--- src/utx_pkg.sv ---
/*
  Constants, register map and state types of the UART transmitter.
  Assumes a single 25 MHz clock and an AXI4-Lite master of 32-bit data.
*/
// Function
// - Transmitter on takes over serial output pin
// - Synchronous master mode takes over transfer clock pin
// - Data register write loads buffer, starts sending
// - Buffer moves to shifter when idle or after stop
// - Shifter sends one frame at selected bit rate
// - Data bits above character size ignored
// - Ninth bit taken from control bit
// - Buffer empty flag follows buffer state
// - Data register write clears buffer empty flag
// - Buffer empty interrupt requested while flag set
// - Complete flag set when frame done, buffer empty
// - Complete flag cleared by service or one-write
// - Complete interrupt requested while flag set
// - Parity bit inserted before first stop bit
// - Disable waits until shifter and buffer empty
// - Disabled transmitter releases serial output pin
// - Start low, data LSB first, parity, stops high
// - Five to nine bits, parity, one/two stops
// - Parity is data XOR, inverted for odd
// - Clock polarity picks data change edge
package utx_pkg;
    localparam int CLK_HZ = 25000000;
    localparam int AW     = 5;

    localparam logic [AW-1:0] OFS_DATA   = 5'h00;
    localparam logic [AW-1:0] OFS_STAT_A = 5'h04;
    localparam logic [AW-1:0] OFS_CTRL_B = 5'h08;
    localparam logic [AW-1:0] OFS_CTRL_C = 5'h0C;
    localparam logic [AW-1:0] OFS_BAUD   = 5'h10;

    // Status register A
    localparam int A_TXC = 6;
    localparam int A_UDR = 5;
    localparam int A_DBL = 1;
    // Control register B
    localparam int B_TXCIE = 6;
    localparam int B_UDRIE = 5;
    localparam int B_ON    = 3;
    localparam int B_SIZE2 = 2;
    localparam int B_NINTH = 0;
    // Control register C
    localparam int C_MODE = 6;
    localparam int C_PAR  = 4;
    localparam int C_STOP = 3;
    localparam int C_SIZE = 1;
    localparam int C_POL  = 0;

    localparam logic [1:0] MODE_SYNC = 2'h1;
    localparam logic [3:0] SUB_NORM  = 4'hF;
    localparam logic [3:0] SUB_DBL   = 4'h7;
    localparam logic [1:0] RESP_OK   = 2'h0;
    localparam logic [1:0] RESP_ERR  = 2'h2;

    typedef enum logic [1:0] {
        UTX_OFF   = 2'h0,
        UTX_IDLE  = 2'h1,
        UTX_SHIFT = 2'h3
    } utx_state_t;

    typedef struct packed {
        logic out;
        logic oe_n;
    } utx_pin_t;

    typedef struct packed {
        utx_state_t  state;
        logic [12:0] frame;
        logic [3:0]  bits_left;
        logic        tx_line;
        logic [7:0]  buf_data;
        logic        buf_bit8;
        logic        buf_empty;
        logic        txc;
        logic        dbl;
        logic [6:0]  ctrl_b;
        logic [7:0]  ctrl_c;
        logic [11:0] baud;
        logic [11:0] prescale;
        logic [3:0]  sub;
        logic        xck;
        logic        xck_prev;
        logic        aw_got;
        logic [AW-1:0] waddr;
        logic        w_got;
        logic [31:0] wdata;
        logic [3:0]  wstrb;
        logic        bvalid;
        logic [1:0]  bresp;
        logic        rvalid;
        logic [31:0] rdata;
        logic [1:0]  rresp;
    } utx_regs_t;

    localparam utx_regs_t UTX_RESET = '{
        state: UTX_OFF, tx_line: 1'h1, buf_empty: 1'h1, default: '0};
endpackage

--- src/utx_uart_transmitter.sv ---
/*
  Transmit half of a serial port with an AXI4-Lite register slave.
  Assumes all inputs synchronous to aclk; the port logic outside muxes
  the pins by the active-low enables.
*/
// Local design decisions: the AXI4-Lite register port and the register addresses.
`timescale 1ns/1ps
module utx_uart_transmitter (
    input  wire logic                 aclk,
    input  wire logic                 aresetn,
    input  wire logic [utx_pkg::AW-1:0] s_axi_awaddr,
    input  wire logic                 s_axi_awvalid,
    output logic                      s_axi_awready,
    input  wire logic [31:0]          s_axi_wdata,
    input  wire logic [3:0]           s_axi_wstrb,
    input  wire logic                 s_axi_wvalid,
    output logic                      s_axi_wready,
    output logic [1:0]                s_axi_bresp,
    output logic                      s_axi_bvalid,
    input  wire logic                 s_axi_bready,
    input  wire logic [utx_pkg::AW-1:0] s_axi_araddr,
    input  wire logic                 s_axi_arvalid,
    output logic                      s_axi_arready,
    output logic [31:0]               s_axi_rdata,
    output logic [1:0]                s_axi_rresp,
    output logic                      s_axi_rvalid,
    input  wire logic                 s_axi_rready,
    input  wire logic                 global_irq_en,
    input  wire logic                 tx_complete_irq_ack,
    input  wire logic                 xfer_clock_master,
    input  wire logic                 xfer_clock_pin_in,
    output utx_pkg::utx_pin_t         xfer_clock_pin,
    output utx_pkg::utx_pin_t         serial_out_pin,
    output logic                      buffer_empty_irq,
    output logic                      tx_complete_irq
);
    import utx_pkg::*;

    utx_regs_t r;
    utx_regs_t next_r;

    logic       sync_mode;
    logic       bit_tick;
    logic       pre_zero;
    logic [3:0] n_bits;
    logic       move;
    logic       txc_set;
    logic       wr_do;
    logic       data_wr;

    function automatic logic mapped(input logic [AW-1:0] a);
        return a == OFS_DATA || a == OFS_STAT_A || a == OFS_CTRL_B ||
               a == OFS_CTRL_C || a == OFS_BAUD;
    endfunction

    function automatic logic [3:0] size_bits(input logic [2:0] s);
        if (s == 3'h7) begin
            return 4'h9;
        end else if (s[2] == 1'h0) begin
            return 4'h5 + {2'h0, s[1:0]};
        end
        return 4'h8;
    endfunction

    function automatic logic [12:0] build(input logic [8:0] d,
                                          input logic [3:0] n,
                                          input logic       pe,
                                          input logic       odd);
        logic [12:0] f;
        logic        p;
        f = '1;
        p = odd;
        f[0] = 1'h0;
        for (int i = 0; i < 9; i++) begin
            if (i < int'(n)) begin
                f[i+1] = d[i];
                p = p ^ d[i];
            end
        end
        if (pe) begin
            f[n+4'h1] = p;
        end
        return f;
    endfunction

    assign sync_mode = r.ctrl_c[C_MODE+:2] == MODE_SYNC;
    assign pre_zero  = r.prescale == 12'h000;
    assign n_bits    = size_bits({r.ctrl_b[B_SIZE2], r.ctrl_c[C_SIZE+:2]});
    assign wr_do     = r.aw_got && r.w_got && !r.bvalid;
    assign data_wr   = wr_do && r.waddr == OFS_DATA && r.wstrb[0];

    // Bit pacing: divider, double speed or transfer clock edge
    always_comb begin
        if (!sync_mode) begin
            bit_tick = pre_zero && r.sub == (r.dbl ? SUB_DBL : SUB_NORM);
        end else if (xfer_clock_master) begin
            bit_tick = pre_zero && r.xck == r.ctrl_c[C_POL];
        end else begin
            bit_tick = xfer_clock_pin_in != r.xck_prev &&
                       xfer_clock_pin_in != r.ctrl_c[C_POL];
        end
    end

    assign s_axi_awready = !r.aw_got;
    assign s_axi_wready  = !r.w_got;
    assign s_axi_arready = !r.rvalid;
    assign s_axi_bvalid  = r.bvalid;
    assign s_axi_bresp   = r.bresp;
    assign s_axi_rvalid  = r.rvalid;
    assign s_axi_rdata   = r.rdata;
    assign s_axi_rresp   = r.rresp;

    assign serial_out_pin.out  = r.tx_line;
    assign serial_out_pin.oe_n = r.state == UTX_OFF;
    assign xfer_clock_pin.out  = r.xck;
    assign xfer_clock_pin.oe_n = !(sync_mode && xfer_clock_master &&
                                   r.state != UTX_OFF);

    assign buffer_empty_irq = r.ctrl_b[B_UDRIE] && global_irq_en && r.buf_empty;
    assign tx_complete_irq  = r.ctrl_b[B_TXCIE] && global_irq_en && r.txc;

    always_comb begin
        next_r = r;
        move = 1'h0;
        txc_set = 1'h0;

        // Divider and transfer clock
        next_r.xck_prev = xfer_clock_pin_in;
        next_r.prescale = pre_zero ? r.baud : r.prescale - 12'h001;
        if (pre_zero) begin
            next_r.sub = r.sub == (r.dbl ? SUB_DBL : SUB_NORM) ? 4'h0 : r.sub + 4'h1;
            if (sync_mode && xfer_clock_master) begin
                next_r.xck = !r.xck;
            end
        end

        // Frame sequencer
        case (r.state)
            UTX_OFF: begin
                if (r.ctrl_b[B_ON]) begin
                    next_r.state = UTX_IDLE;
                end
            end
            UTX_IDLE: begin
                if (bit_tick && !r.buf_empty) begin
                    move = 1'h1;
                end else if (!r.ctrl_b[B_ON] && r.buf_empty) begin
                    next_r.state = UTX_OFF;
                end
            end
            UTX_SHIFT: begin
                if (bit_tick) begin
                    if (r.bits_left == 4'h1) begin
                        if (!r.buf_empty) begin
                            move = 1'h1;
                        end else begin
                            txc_set = 1'h1;
                            next_r.tx_line = 1'h1;
                            next_r.state = r.ctrl_b[B_ON] ? UTX_IDLE : UTX_OFF;
                        end
                    end else begin
                        next_r.frame = {1'h1, r.frame[12:1]};
                        next_r.tx_line = r.frame[1];
                        next_r.bits_left = r.bits_left - 4'h1;
                    end
                end
            end
            default: begin
                next_r.state = UTX_OFF;
            end
        endcase

        if (move) begin
            // Bits above the size never enter the frame
            next_r.frame = build({r.buf_bit8, r.buf_data}, n_bits,
                                 r.ctrl_c[C_PAR+1], r.ctrl_c[C_PAR]);
            next_r.bits_left = 4'h2 + n_bits + {3'h0, r.ctrl_c[C_PAR+1]} +
                               {3'h0, r.ctrl_c[C_STOP]};
            next_r.tx_line = 1'h0;
            next_r.state = UTX_SHIFT;
            next_r.buf_empty = 1'h1;
        end

        // Register writes
        if (s_axi_awvalid && !r.aw_got) begin
            next_r.aw_got = 1'h1;
            next_r.waddr = s_axi_awaddr;
        end
        if (s_axi_wvalid && !r.w_got) begin
            next_r.w_got = 1'h1;
            next_r.wdata = s_axi_wdata;
            next_r.wstrb = s_axi_wstrb;
        end
        if (wr_do) begin
            next_r.bvalid = 1'h1;
            next_r.bresp = mapped(r.waddr) ? RESP_OK : RESP_ERR;
            if (r.wstrb[0]) begin
                case (r.waddr)
                    OFS_DATA: begin
                        next_r.buf_data = r.wdata[7:0];
                        next_r.buf_bit8 = r.ctrl_b[B_NINTH];
                        next_r.buf_empty = 1'h0;
                    end
                    OFS_STAT_A: next_r.dbl = r.wdata[A_DBL];
                    OFS_CTRL_B: next_r.ctrl_b = r.wdata[6:0];
                    OFS_CTRL_C: next_r.ctrl_c = r.wdata[7:0];
                    OFS_BAUD:   next_r.baud[7:0] = r.wdata[7:0];
                    default: begin
                    end
                endcase
            end
            if (r.wstrb[1] && r.waddr == OFS_BAUD) begin
                next_r.baud[11:8] = r.wdata[11:8];
            end
        end
        if (r.bvalid && s_axi_bready) begin
            next_r.bvalid = 1'h0;
            next_r.aw_got = 1'h0;
            next_r.w_got = 1'h0;
        end

        // Complete flag: set beats clear
        if (txc_set) begin
            next_r.txc = 1'h1;
        end else if (tx_complete_irq_ack || (wr_do && r.waddr == OFS_STAT_A &&
                     r.wstrb[0] && r.wdata[A_TXC])) begin
            next_r.txc = 1'h0;
        end

        // Register reads
        if (s_axi_arvalid && !r.rvalid) begin
            next_r.rvalid = 1'h1;
            next_r.rresp = mapped(s_axi_araddr) ? RESP_OK : RESP_ERR;
            next_r.rdata = 32'h0000_0000;
            case (s_axi_araddr)
                OFS_DATA:   next_r.rdata[7:0] = r.buf_data;
                OFS_STAT_A: begin
                    next_r.rdata[A_TXC] = r.txc;
                    next_r.rdata[A_UDR] = r.buf_empty;
                    next_r.rdata[A_DBL] = r.dbl;
                end
                OFS_CTRL_B: next_r.rdata[6:0] = r.ctrl_b;
                OFS_CTRL_C: next_r.rdata[7:0] = r.ctrl_c;
                OFS_BAUD:   next_r.rdata[11:0] = r.baud;
                default: begin
                end
            endcase
        end else if (r.rvalid && s_axi_rready) begin
            next_r.rvalid = 1'h0;
        end
    end

    always_ff @(posedge aclk) begin
        if (!aresetn) begin
            r <= UTX_RESET;
        end else begin
            r <= next_r;
        end
    end
endmodule // utx_uart_transmitter

--- config.mk ---
export PLATFORM = sky130hd
export DESIGN_NAME = utx_uart_transmitter
export DESIGN_NICKNAME = d
export VERILOG_FILES = /design/src/utx_pkg.sv /design/src/utx_uart_transmitter.sv
export SDC_FILE = /design/constraint.sdc
export NUM_CORES = 1
export LEC_CHECK = 0
export ABC_AREA = 1
export BUFFER_PORTS_ARGS = -buffer_cell sky130_fd_sc_hd__buf_2
export CAP_MARGIN = 20
export CORE_AREA = 4 4 126 128
export CTS_CLUSTER_DIAMETER = 60
export DETAILED_ROUTE_END_ITERATION = 8
export DIE_AREA = 0 0 130 132
export GPL_TIMING_DRIVEN = 0
export HOLD_SLACK_MARGIN = 0.03
export PLACE_DENSITY = 0.66
export SLEW_MARGIN = 40
export SYNTH_ARGS = -nofsm -noshare
export SYNTH_HDL_FRONTEND = slang
export SYNTH_SLANG_ARGS = --single-unit
--- constraint.sdc ---
create_clock -name aclk -period 2.8 [get_ports aclk]
set_input_delay 0.56 -clock aclk [delete_from_list [all_inputs] [get_ports aclk]]
set_output_delay 0.56 -clock aclk [all_outputs]
set_load 0.005 [all_outputs]
---- After elaboration in Yosys (flattened, before gate mapping) ----
Index checks and enable logic that the tools add are counted.
word-level totals
  flip-flop bits (word level) ............. 116
  output and inout port bits .............. 47
  input port bits ......................... 57
  word-level logic and storage cells ...... 229
cells by class
  reductions and logical operators ........ 60
  magnitude comparators ................... 11
  equality and inequality tests ........... 25
  bitwise gates (word level) .............. 10
  multiplexer cells ....................... 88
  $add $sub $neg .......................... 8
operator list
  operator                                                               number
  1-bit 2-to-1 mux                                                       60
  20-bit 2-to-1 mux                                                      2
  4-bit 2-to-1 mux                                                       6
  1-bit logical AND                                                      23
  3-bit AND reduction                                                    7
  5-bit by 4-bit equality test with 1-bit output, second input constant  4
  18-bit 2-to-1 mux                                                      1
  3-bit inequality test, second input constant                           6
  17-bit 2-to-1 mux                                                      1
  3-bit by 4-bit < comparator with 1-bit output, first input constant    4
  2-bit 2-to-1 mux                                                       7
  13-bit bitwise mux                                                     1
  13-bit 2-to-1 mux                                                      1
  12-bit logical NOT                                                     1
  12-bit 2-to-1 mux                                                      1
  3-bit case mux with 4 select lines                                     1
  12-bit by 1-bit subtractor with 12-bit output, second input constant   1
  5-bit by 3-bit equality test with 1-bit output, second input constant  2
  5-bit equality test, second input constant                             2
  5-bit logical NOT                                                      2
  2-bit case mux with 5 select lines                                     1
  2-bit nonzero test                                                     5
  1-bit logical OR                                                       9
  1-bit bitwise XOR                                                      9
  31 further kinds                                                       45

---- Logic depth before layout (Yosys ltp) ----
Gate-level depths: netlist of run 1.
  word-level depth ........................ 35
  gate-level depth with buffers ........... 20
  gate-level depth less buffers ........... 20

---- Least setup slack after synthesis of run 1 ----
No wires, ideal clock.
  path kind ............................... register to register
  start point ............................. register r[112] (netlist name)
  end point ............................... register r[146] (netlist name)
  slack ................................... 0.728 ns
  data required time ...................... 2.678 ns
  clock period less this slack ............ 2.072 ns
  stages on the path, launching flop included .. 18
  buffers on the path ..................... 0
  setup time .............................. 0.122 ns
  arrival time ............................ 1.950 ns
  cells stage by stage .................... dfxtp_1 > ha_1 > inv_1 > nand2_1 > nand3_1 > ha_1 > inv_1 > nand2_1 > inv_1 > o21ai_0 > nand2_1 > inv_1 > nand3_1 > nand2_1 > nand2_1 > nand2_1 > o21ai_0 > a21oi_1
on the way
  longest elaborated chain between the ends .. 34
  elaborated cells on any way between the ends .. 52
  classes of those cells .................. 2 x add/sub; 11 x order compare; 1 x eq/ne; 29 x mux; 8 x bitwise; 1 x reduce/logical
RTL lines
  what                                           RTL line                     text
  from (decl)                                    utx_uart_transmitter.sv:39   utx_regs_t r;
  from (signal assigned)                         utx_uart_transmitter.sv:257  r <= next_r;
  3-bit by 2-bit adder with 4-bit output         utx_uart_transmitter.sv:60   return 4'h5 + {2'h0, s[1:0]};
  4-bit 2-to-1 mux                               utx_uart_transmitter.sv:59   end else if (s[2] == 1'h0) begin
  4-bit 2-to-1 mux                               utx_uart_transmitter.sv:57   if (s == 3'h7) begin
  4-bit 2-to-1 mux *                             utx_uart_transmitter.sv:62   return 4'h8;
  1-bit by 4-bit < comparator with 1-bit output  utx_uart_transmitter.sv:75   if (i < int'(n)) begin
  1-bit 2-to-1 mux                               utx_uart_transmitter.sv:75
  1-bit 2-to-1 mux                               utx_uart_transmitter.sv:173  if (move) begin
  1-bit bitwise XOR                              utx_uart_transmitter.sv:77   p = p ^ d[i];
  [... 18 more ...]                              n/a
  1-bit 2-to-1 mux                               utx_uart_transmitter.sv:75
  1-bit 2-to-1 mux                               utx_uart_transmitter.sv:173
  1-bit bitwise XOR                              utx_uart_transmitter.sv:77
  1-bit 2-to-1 mux                               utx_uart_transmitter.sv:75
  1-bit 2-to-1 mux                               utx_uart_transmitter.sv:173
  13-bit bitwise mux                             utx_uart_transmitter.sv:81   f[n+4'h1] = p;
  13-bit 2-to-1 mux *                            utx_uart_transmitter.sv:80   if (pe) begin
  20-bit 2-to-1 mux *                            utx_uart_transmitter.sv:173
Mark *: on every way between the ends. The rest lies on a longest branch, timed or not. The select of a mux whose other input is x is not followed.
A chain may end at the register's enable or synchronous reset.

---- Final worst setup path of run 1 ----
Same ends and word-level chain as after synthesis.

==> results of run 1 <==
repair_timing:
| action | 4_1_cts | 5_1_grt |
|---|---|---|
| hold endpoints to repair | 0 | 0 |
| hold buffers | 0 | 0 |
| gates resized for setup | 0 | 1 |
| setup endpoints to repair | 0 | 1 |
flip-flops by register name, indices dropped and copies added (netlist names):
| register | cells |
|---|---|
| xfer_clock_pin | 1 |
| s_axi_bvalid | 1 |
| r | 95 |
| s_axi_bresp | 1 |
| s_axi_rvalid | 1 |
| s_axi_rdata | 12 |
| s_axi_rresp | 1 |
| serial_out_pin | 1 |
cell families (layout without fill, tap and decap cells):
family	after synthesis	in the layout	share of synthesized area, %
AOI/OAI and AO/OA	202	202	19.3
other	1	22	0.0648
and+or+nand+nor	292	292	22.9
buffers and inverters	159	250	13.5
adders and majority gates	11	11	2.51
xor gates and xnor gates	17	17	2.57
DFF	113	113	39.1
area by class of cell:
type	count	area, um^2
well taps	188	235
inverters	96	363
clock buffers	21	470
repair buffers	59	295
plain buffers	63	420
multi-input cells	544	2820
clock inverters	11	128
flip-flops and latches	113	2260
fillers	1526	7870
cells in the mapped netlist (all sizes together), types with 2 or more instances:
cell / number / share of area, %
xor2: 9 / 1.4
or2: 3 / 0.32
nor3b: 3 / 0.48
nor4: 5 / 0.91
nand3: 40 / 3.8
nand4: 6 / 0.76
nand3b: 2 / 0.26
inv: 96 / 6.3
xnor2: 8 / 1.2
buf: 49 / 6.4
o211ai: 3 / 0.39
o2111ai: 4 / 0.60
nand2: 128 / 8.6
nor3: 16 / 1.8
a211oi: 9 / 1.2
clkbuf: 14 / 0.91
a21oi: 79 / 7.3
ha: 10 / 2.2
o21ai: 101 / 9.1
dfxtp: 113 / 39
nor2: 88 / 6.0
a31oi: 2 / 0.22
metrics by stage:
stage | hold slack, ps | setup slack, ps | instances | area [um^2]
6_report | 364 | 347 | 1095 | 7000
5_1_grt | 359 | 81.7 | 1095 | 7000
4_1_cts | 355 | 293 | 1095 | 7000
3_5_place_dp | 427 | 353 | 1063 | 6400
3_3_place_gp | 417 | 331 | 1063 | 6400
2_1_floorplan | 406 | 728 | 816 | 5870
critical path: cells and delay by family, from the launching register on:
family                     cells  cell delay, ps
adders and majority gates      2             460
AOI/OAI and AO/OA              3             380
buffers and inverters          4             230
DFF                            1             380
and+or+nand+nor                8             880
worst min-delay path by stage:
stage / startpoint / endpoint
5_1_grt: s_axi_wdata[8] / r[50]
2_1_floorplan: r[87] / r[87]
6_report: s_axi_wdata[9] / r[51]
3_3_place_gp: r[87] / r[87]
3_5_place_dp: r[87] / r[87]
4_1_cts: s_axi_wdata[9] / r[51]
metal layers:
| layer | global-route usage (%) | routed length (um) | part of all wire (%) | up-vias |
|---|---|---|---|---|
| met5 | 0 | 0 | 0 | - |
| li1 | - | - | - | 2771 |
| met4 | 6.00 | 278 | 1.8 | 0 |
| met3 | 4.98 | 928 | 6.0 | 27 |
| met2 | 28.1 | 6900 | 44 | 151 |
| met1 | 24.6 | 7440 | 48 | 2437 |
power by group through the flow:
stage	clock [mW]	sequential, mW	combinational (mW)
floorplan	0	1.82	0.560
global placement	0	1.84	0.725
detailed placement	0	1.84	0.732
CTS	2.19	1.81	0.739
global route	2.26	1.82	0.835
finish	2.17	1.81	0.741
==> flow_metrics.tcl, run 1 <==
set metrics [dict create \
    switchingPower_mw 1.32 \
    max_freq_mhz 408 \
    fin_tns_setup_ps 0 \
    synthArstFlopShare_pct 0 \
    holdPathStages 3 \
    clockBufferDepth 2 \
    vias 5386 \
    place_congestion 0.883 \
    antenna_found_initial 0 \
    synth_area_um2 5790 \
    remaining_drc_errors 0 \
    dr.pass1.iters 7 \
    core_area_um2 14900 \
    cts_tree "yes" \
    drtIter0Drc 358 \
    routedWlPerCell_um 14.2 \
    grt_first_pass_wirelength_mm 24.7 \
    htreeDepth 4 \
    critical_path_arrival_ps 2750 \
    ir_worst_vdd_uv 456 \
    setup_viol 0 \
    rr_startpoint "r[112]" \
    worstHoldPathType "in -> reg" \
    synthFlopType "dfxtp_1" \
    cp_common_cell "nand2_1" \
    mostFrequentLayoutCell "nand2_1" \
    syn2layout_area_growth_pct 20.9 \
    overflow 0 \
    slowest_delay_ps 380 \
    worstRegToRegCells 17 \
    ys_seq_elements 113 \
    crit_start "r[112]" \
    cap_violations 0 \
    cp-start-kind "register" \
    num_antenna_cells 0 \
    regToRegSetupSlack_ps 350 \
    synth_warnings 0 \
    finalNetCount 962 \
    end_kind "register" \
    layout_common_cells "nand2_1 (122), dfxtp_1 (112), inv_1 (93)" \
    fin_util_pct 47.1 \
    path_clk_slew_ps 60 \
    netSwitchingFraction_pct 28.0 \
    die_w_um 130 \
    fin_skew_ps 7.01 \
    via_per_inst 4.92 \
    io_pins 104 \
    synth_cell_types 49 \
    critPathMaxFanout 6 \
    row_count 45 \
    clock_latency_ps 420 \
    cts_inserted_buffers 17 \
    p_comb_share_pct 15.7 \
    cts.sinks 113 \
    ant_nets 0 \
    finalPower_mw 4.72 \
    pwr_density_cell_nw_per_um2 674 \
    grt_usage_pct 18.2 \
    drive_gt1_share_pct 19.3 \
    grt_pass1_vias 4956 \
    period_minus_slack_ps 2450 \
    cts_root_buf "clkbuf_16" \
    place_hpwl_mm 11.6 \
    initial_core_util_pct 39.0 \
    p_clk_share_pct 46.0 \
    synth_edf_count 0 \
    crit_type "reg -> reg" \
    rsz0062_at_grt "false" \
    pwr-share-seq_pct 38.3 \
    chipHeight_um 132 \
    yosysSeqAreaShare_pct 39.1 \
    r2r-end "r[146]" \
    p_int_mw 3.40 \
    slew_viol_final 0 \
    drt_wl_total_mm 15.6 \
    tightest_slew_ps 661 \
    worstSetupEndpoint "r[146]" \
    post-route-period-util_pct 87.6 \
    p_leak_nw 3.07 \
    die-area_um2 17200 \
    avgSynthCellArea_um2 7.28 \
    status "completed" \
    io_buffers 59 \
    maxSlewHeadroom_pct 55.9 \
    crit_path_top_delay_cell "dfxtp_2" \
    crit_chain "ha_1 > inv_1 > nand2_1 > nand3_1 > ha_1 > inv_1 > nand2_1 > inv_1 > o21ai_0 > nand2_1 > inv_1 > nand3_1 > nand2_1 > nand2_1 > nand2_1 > o21ai_0 > a21oi_1" \
    grt_max_degree 17 \
    finalHoldViolCount 0 \
    post_cts_buffers 0 \
    required_ps 3100 \
    syn_inst 795 \
]
(Power assumes the default switching activity.)
==> run 2, diff against run 1 <==
ABC_AREA = unset   (was 1)
CORE_AREA = 4 4 125 127   (was 4 4 126 128)
DIE_AREA = 0 0 129 131   (was 0 0 130 132)
==> run 2 against run 1 <==
Count of clock-buffer cells in the layout did not move. Clock skew barely moved. Non-clock buffer count rose by 6. Worst setup slack got worse by 210 ps. First-iteration DRC count fell by 15%. Largest cell class unchanged. Die area fell by 1.5%. Sequential power barely moved.
==> flow_metrics.tcl, run 2 <==
set metrics [dict create \
    place_area_um2 6290 \
    clockBufferDepth 2 \
    htreeDepth 4 \
    routedWlPerCell_um 15.9 \
    cts_inserted_buffers 17 \
    dr.pass1.iters 5 \
    required_ps 3070 \
    mostFrequentLayoutCell "dfxtp_1" \
    io_pins 104 \
    synth_cell_types 59 \
    syn_inst 674 \
    cts.sinks 113 \
    row_count 44 \
    synth_area_leaders "dfxtp_1 (40%), mux2i_1 (8.4%), nand2_1 (6.6%)" \
    fin_tns_setup_ps 0 \
    critPathMaxFanout 6 \
    cts_tree "yes" \
    ir_worst_vdd_uv 477 \
    num_antenna_cells 0 \
    finalNetCount 840 \
    worstHoldPathType "in -> reg" \
    max_freq_mhz 376 \
    fin_skew_ps 7.10 \
    antenna_found_initial 0 \
    cap_violations 0 \
    layout_common_cells "dfxtp_1 (112), nand2_1 (100), nor2_1 (64)" \
    synth_commonest_cells "dfxtp_1 (113), nand2_1 (100), nor2_1 (64), mux2i_1 (48)" \
    cp-start-kind "register" \
    clock_latency_ps 420 \
    drt_wl_total_mm 15.4 \
    fin_ws_ps 138 \
    synth_edf_count 0 \
    avgSynthCellArea_um2 8.44 \
    post-route-period-util_pct 95.1 \
    maxSlewHeadroom_pct 48.7 \
    synth_warnings 0 \
    place_hpwl_mm 11.2 \
    pwr_density_cell_nw_per_um2 684 \
    setup_viol 0 \
    drtIter0Drc 305 \
    path_clk_slew_ps 60 \
    remaining_drc_errors 0 \
    crit_type "reg -> reg" \
    die-area_um2 16900 \
    synthArstFlopShare_pct 0 \
    end_kind "register" \
    period_minus_slack_ps 2660 \
    synth_area_um2 5690 \
    place_ws_ps -303 \
    rsz0062_at_grt "true" \
    yosysSeqAreaShare_pct 39.8 \
    core_area_um2 14400 \
    status "completed" \
    yosys.area.top_type_share_pct 39.8 \
    place_congestion 0.860 \
    via_per_inst 5.07 \
    grt_pass1_vias 4537 \
    tightest_slew_ps 769 \
    fin_util_pct 48.1 \
    grt_first_pass_wirelength_mm 24.0 \
    drive_gt1_share_pct 19.6 \
    chipHeight_um 131 \
    synthFlopType "dfxtp_1" \
    holdBufCountCts 0 \
    ys_seq_elements 113 \
    vias 4909 \
    initial_core_util_pct 39.4 \
    dpl.cell_count 936 \
    synth_most_common_cell "dfxtp_1" \
    syn2layout_area_growth_pct 22.0 \
    critical_path_arrival_ps 2930 \
    grt_max_degree 17 \
    largest_reg_flops 95 \
    io_buffers 57 \
    die_w_um 129 \
    overflow 0 \
    finalHoldViolCount 0 \
    stdcell_count 968 \
    cts_root_buf "clkbuf_16" \
    ant_nets 0 \
    grt_usage_pct 18.6 \
    regMostFlops "r" \
    yosys.area.top_type "dfxtp_1" \
    p_leak_nw 3.00 \
    design_area_um2 6940 \
    slew_viol_final 0 \
]
==> run 2: changes by cell type in the layout (fill, tap and decap cells not counted), moves of 21 or more <==
| cell | before | now |
|---|---|---|
| a21oi_1 | 71 | 40 |
| inv_1 | 93 | 16 |
| mux2i_1 | 0 | 48 |
| nand2_1 | 122 | 100 |
| nand3_1 | 36 | 15 |
| nor2_1 | 85 | 64 |
| o21ai_0 | 91 | 33 |
==> run 2: repair_timing <==
action / 4_1_cts / 5_1_grt
endpoints found under the setup margin: 14 / 16
buffers inserted: 1 / 3
pin swaps: 1 / 4
gates cloned: 0 / 1
resized for setup: 3 / 14
==> run 2: logic make-up after synthesis <==
family	after synthesis	share of synthesized area, %
buffers and inverters	87	8.64
xor gates and xnor gates	18	3.01
muxes	51	9.04
adders and majority gates	11	2.55
and+or+nand+nor	258	21.2
other	1	0.0659
AOI/OAI and AO/OA	135	15.7
DFF	113	39.8
==> run 2: worst max-delay path, stage by stage (launching register included) <==
cell     delay [ps]
dfxtp_1         320
inv_1            70
ha_2            180
or4b_4          510
or3_4           400
o32ai_4         360
and2b_4         260
buf_4           130
mux2i_1         180
a21oi_1          90
==> run 2: path summary, 6_finish.rpt <==
kind,from,to,slack (ps),depth (start not counted)
setup reg to reg,r[87],r[148],140,9
hold / removal,s_axi_awvalid,r[80],340,2
hold reg to reg,r[51],r[51],460,2
setup / recovery,r[87],r[148],140,9
==> run 2: final cells by class <==
| cell class | count | area [um^2] |
|---|---|---|
| buffer | 66 | 410 |
| clock buffer | 21 | 460 |
| clock inverter | 10 | 135 |
| fill | 1454 | 7480 |
| inverter | 17 | 63.8 |
| multi-input combinational | 495 | 3060 |
| sequential | 113 | 2260 |
| tap | 184 | 230 |
| timing repair buffer | 62 | 320 |
==> run 2: where the power goes <==
part,leakage (nW),total (mW),switching (mW),internal [mW]
Combinational,1.79,0.741,0.389,0.352
Clock,0.293,2.20,0.763,1.43
Sequential,0.918,1.81,0.0961,1.71
==> run 2: layer usage <==
metal  up-vias  GRT usage, %  part of all wire (%)
met3        26          3.86                   5.2
met5         -             0                     0
li1       2482             -                     -
met2       153          31.1                    48
met4         0          7.47                   2.1
met1      2248          23.4                    44
==> run 2: stage by stage <==
step	hold slack, ps	power [mW]
2_1_floorplan	432	2.37
3_3_place_gp	443	2.54
3_5_place_dp	452	2.56
4_1_cts	333	4.74
5_1_grt	358	4.96
6_report	343	4.75
==> run 3, diff against run 2 <==
GPL_TIMING_DRIVEN = unset   (was 0)
==> run 3 against run 2 <==
Worst hold slack improved by 14 ps. Cell count shrank 4.3%. Clock power down 13%. Sequential power barely moved. Utilization is 1.9 points lower. Total power down 6.7%. Non-clock buffer count is 42 lower. Global-route usage decreased by 1.5 points. Sequential share of layout area grew 1.3 points. Critical path depth rose by 1.
==> flow_metrics.tcl, run 3 (synthesis gave the netlist of run 2 again) <==
set metrics [dict create \
    cp_num_buf_inv 3 \
    cts_root_buf "clkbuf_16" \
    fin_skew_ps 20.3 \
    grt_usage_pct 17.1 \
    initial_core_util_pct 39.4 \
    grt_max_degree 64 \
    mostFrequentLayoutCell "dfxtp_1" \
    crit_chain "inv_1 > ha_2 > or4b_4 > buf_6 > o41a_1 > o32ai_4 > and2b_4 > buf_4 > o21ai_0 > a31oi_1" \
    die_w_um 129 \
    io_pins 104 \
    io_buffers 59 \
    rsz0062_at_grt "true" \
    grt_first_pass_wirelength_mm 22.7 \
    regMostFlops "r" \
    num_antenna_cells 0 \
    cts.sinks 113 \
    dr.max_layer_used "met4" \
    wl_met2_mm 6.73 \
    post-route-period-util_pct 94.1 \
    chipHeight_um 131 \
    drtIter0Drc 353 \
    cp-start-kind "register" \
    setup_viol 0 \
    p_leak_nw 2.83 \
    finalNetCount 798 \
    antenna_found_initial 0 \
    place_hpwl_mm 10.0 \
    status "completed" \
    cap_violations 0 \
    design_area_um2 6670 \
    die-area_um2 16900 \
    place_ws_ps 64.1 \
    largest_reg_flops 95 \
    ir_worst_vdd_uv 387 \
    drt_wl_total_mm 14.1 \
    layout_common_cells "dfxtp_1 (113), nand2_1 (100), nor2_1 (64)" \
    multiInputGateArea_um2 3040 \
    via_per_inst 5.17 \
    crit_type "reg -> reg" \
    syn2layout_area_growth_pct 17.2 \
    routedWlPerCell_um 15.2 \
    slowest_delay_ps 470 \
    holdBufCountCts 0 \
    nFillCells 1400 \
    crit_path_top_delay_cell "or4b_4" \
    cts_tree "yes" \
    required_ps 3140 \
    row_count 44 \
    grt_pass1_vias 4471 \
    drive_gt1_share_pct 17.9 \
    tightest_slew_ps 638 \
    finalHoldViolCount 0 \
    end_kind "register" \
    place_area_um2 6070 \
    drt-met1-wl_mm 6.45 \
    fin_util_pct 46.2 \
    remaining_drc_errors 0 \
    slew_viol_final 0 \
    htreeDepth 4 \
    period_minus_slack_ps 2640 \
    core_area_um2 14400 \
    pwr_density_cell_nw_per_um2 665 \
    vias 4790 \
    ant_nets 0 \
    path_clk_slew_ps 60 \
    clock_latency_ps 420 \
    place_congestion 0.868 \
    max_freq_mhz 379 \
    dr.pass1.iters 5 \
    clockBufferDepth 2 \
    regArea_um2 2260 \
    critPathMaxFanout 8 \
    worstHoldPathType "in -> reg" \
    maxSlewHeadroom_pct 57.3 \
    wl_met3_um 669 \
    cts_inserted_buffers 17 \
    cp_top_family "compound AO/OA/AOI/OAI gates" \
    fin_tns_setup_ps 0 \
    fin_ws_ps 165 \
    critical_path_arrival_ps 2980 \
    overflow 0 \
]
[run 3: cell type report]
type                    instances  share of cell area, %
flip-flops and latches        113                   33.9
well taps                     184                   3.45
inverters                      17                  0.957
repair buffers                 86                   8.17
clock inverters                12                   1.30
clock buffers                  19                   6.65
multi-input cells             495                   45.5
[run 3: routing by layer]
metal / up-vias / track usage [%]
met2: 126 / 28.3
met1: 2245 / 22.0
met4: 0 / 5.37
li1: 2400 / -
met5: - / 0
met3: 19 / 4.23
[run 3: power breakdown]
group	internal (mW)	switching, mW
Clock	1.14	0.769
Combinational	0.342	0.368
Sequential	1.71	0.0948
[run 3: timing repair]
| item | CTS | global route |
|---|---|---|
| resized for setup | 0 | 6 |
| buffers inserted | 0 | 2 |
| endpoints found under the setup margin | 0 | 15 |
[run 3: path summary, 6_finish.rpt]
kind                   from              to  slack, ps  cells after the start
min           s_axi_awvalid           r[80]        360                      2
max reg2reg           r[87]          r[144]        160                     10
min reg2reg  s_axi_rdata[6]  s_axi_rdata[6]        450                      2
max                   r[87]          r[144]        160                     10
[run 3: stage by stage]
stage | instances | hold WS [ps] | power, mW
floorplan | 695 | 432 | 2.37
global placement | 892 | 444 | 2.53
detailed placement | 892 | 444 | 2.54
CTS | 923 | 356 | 4.45
global route | 926 | 369 | 4.65
finish | 926 | 357 | 4.43
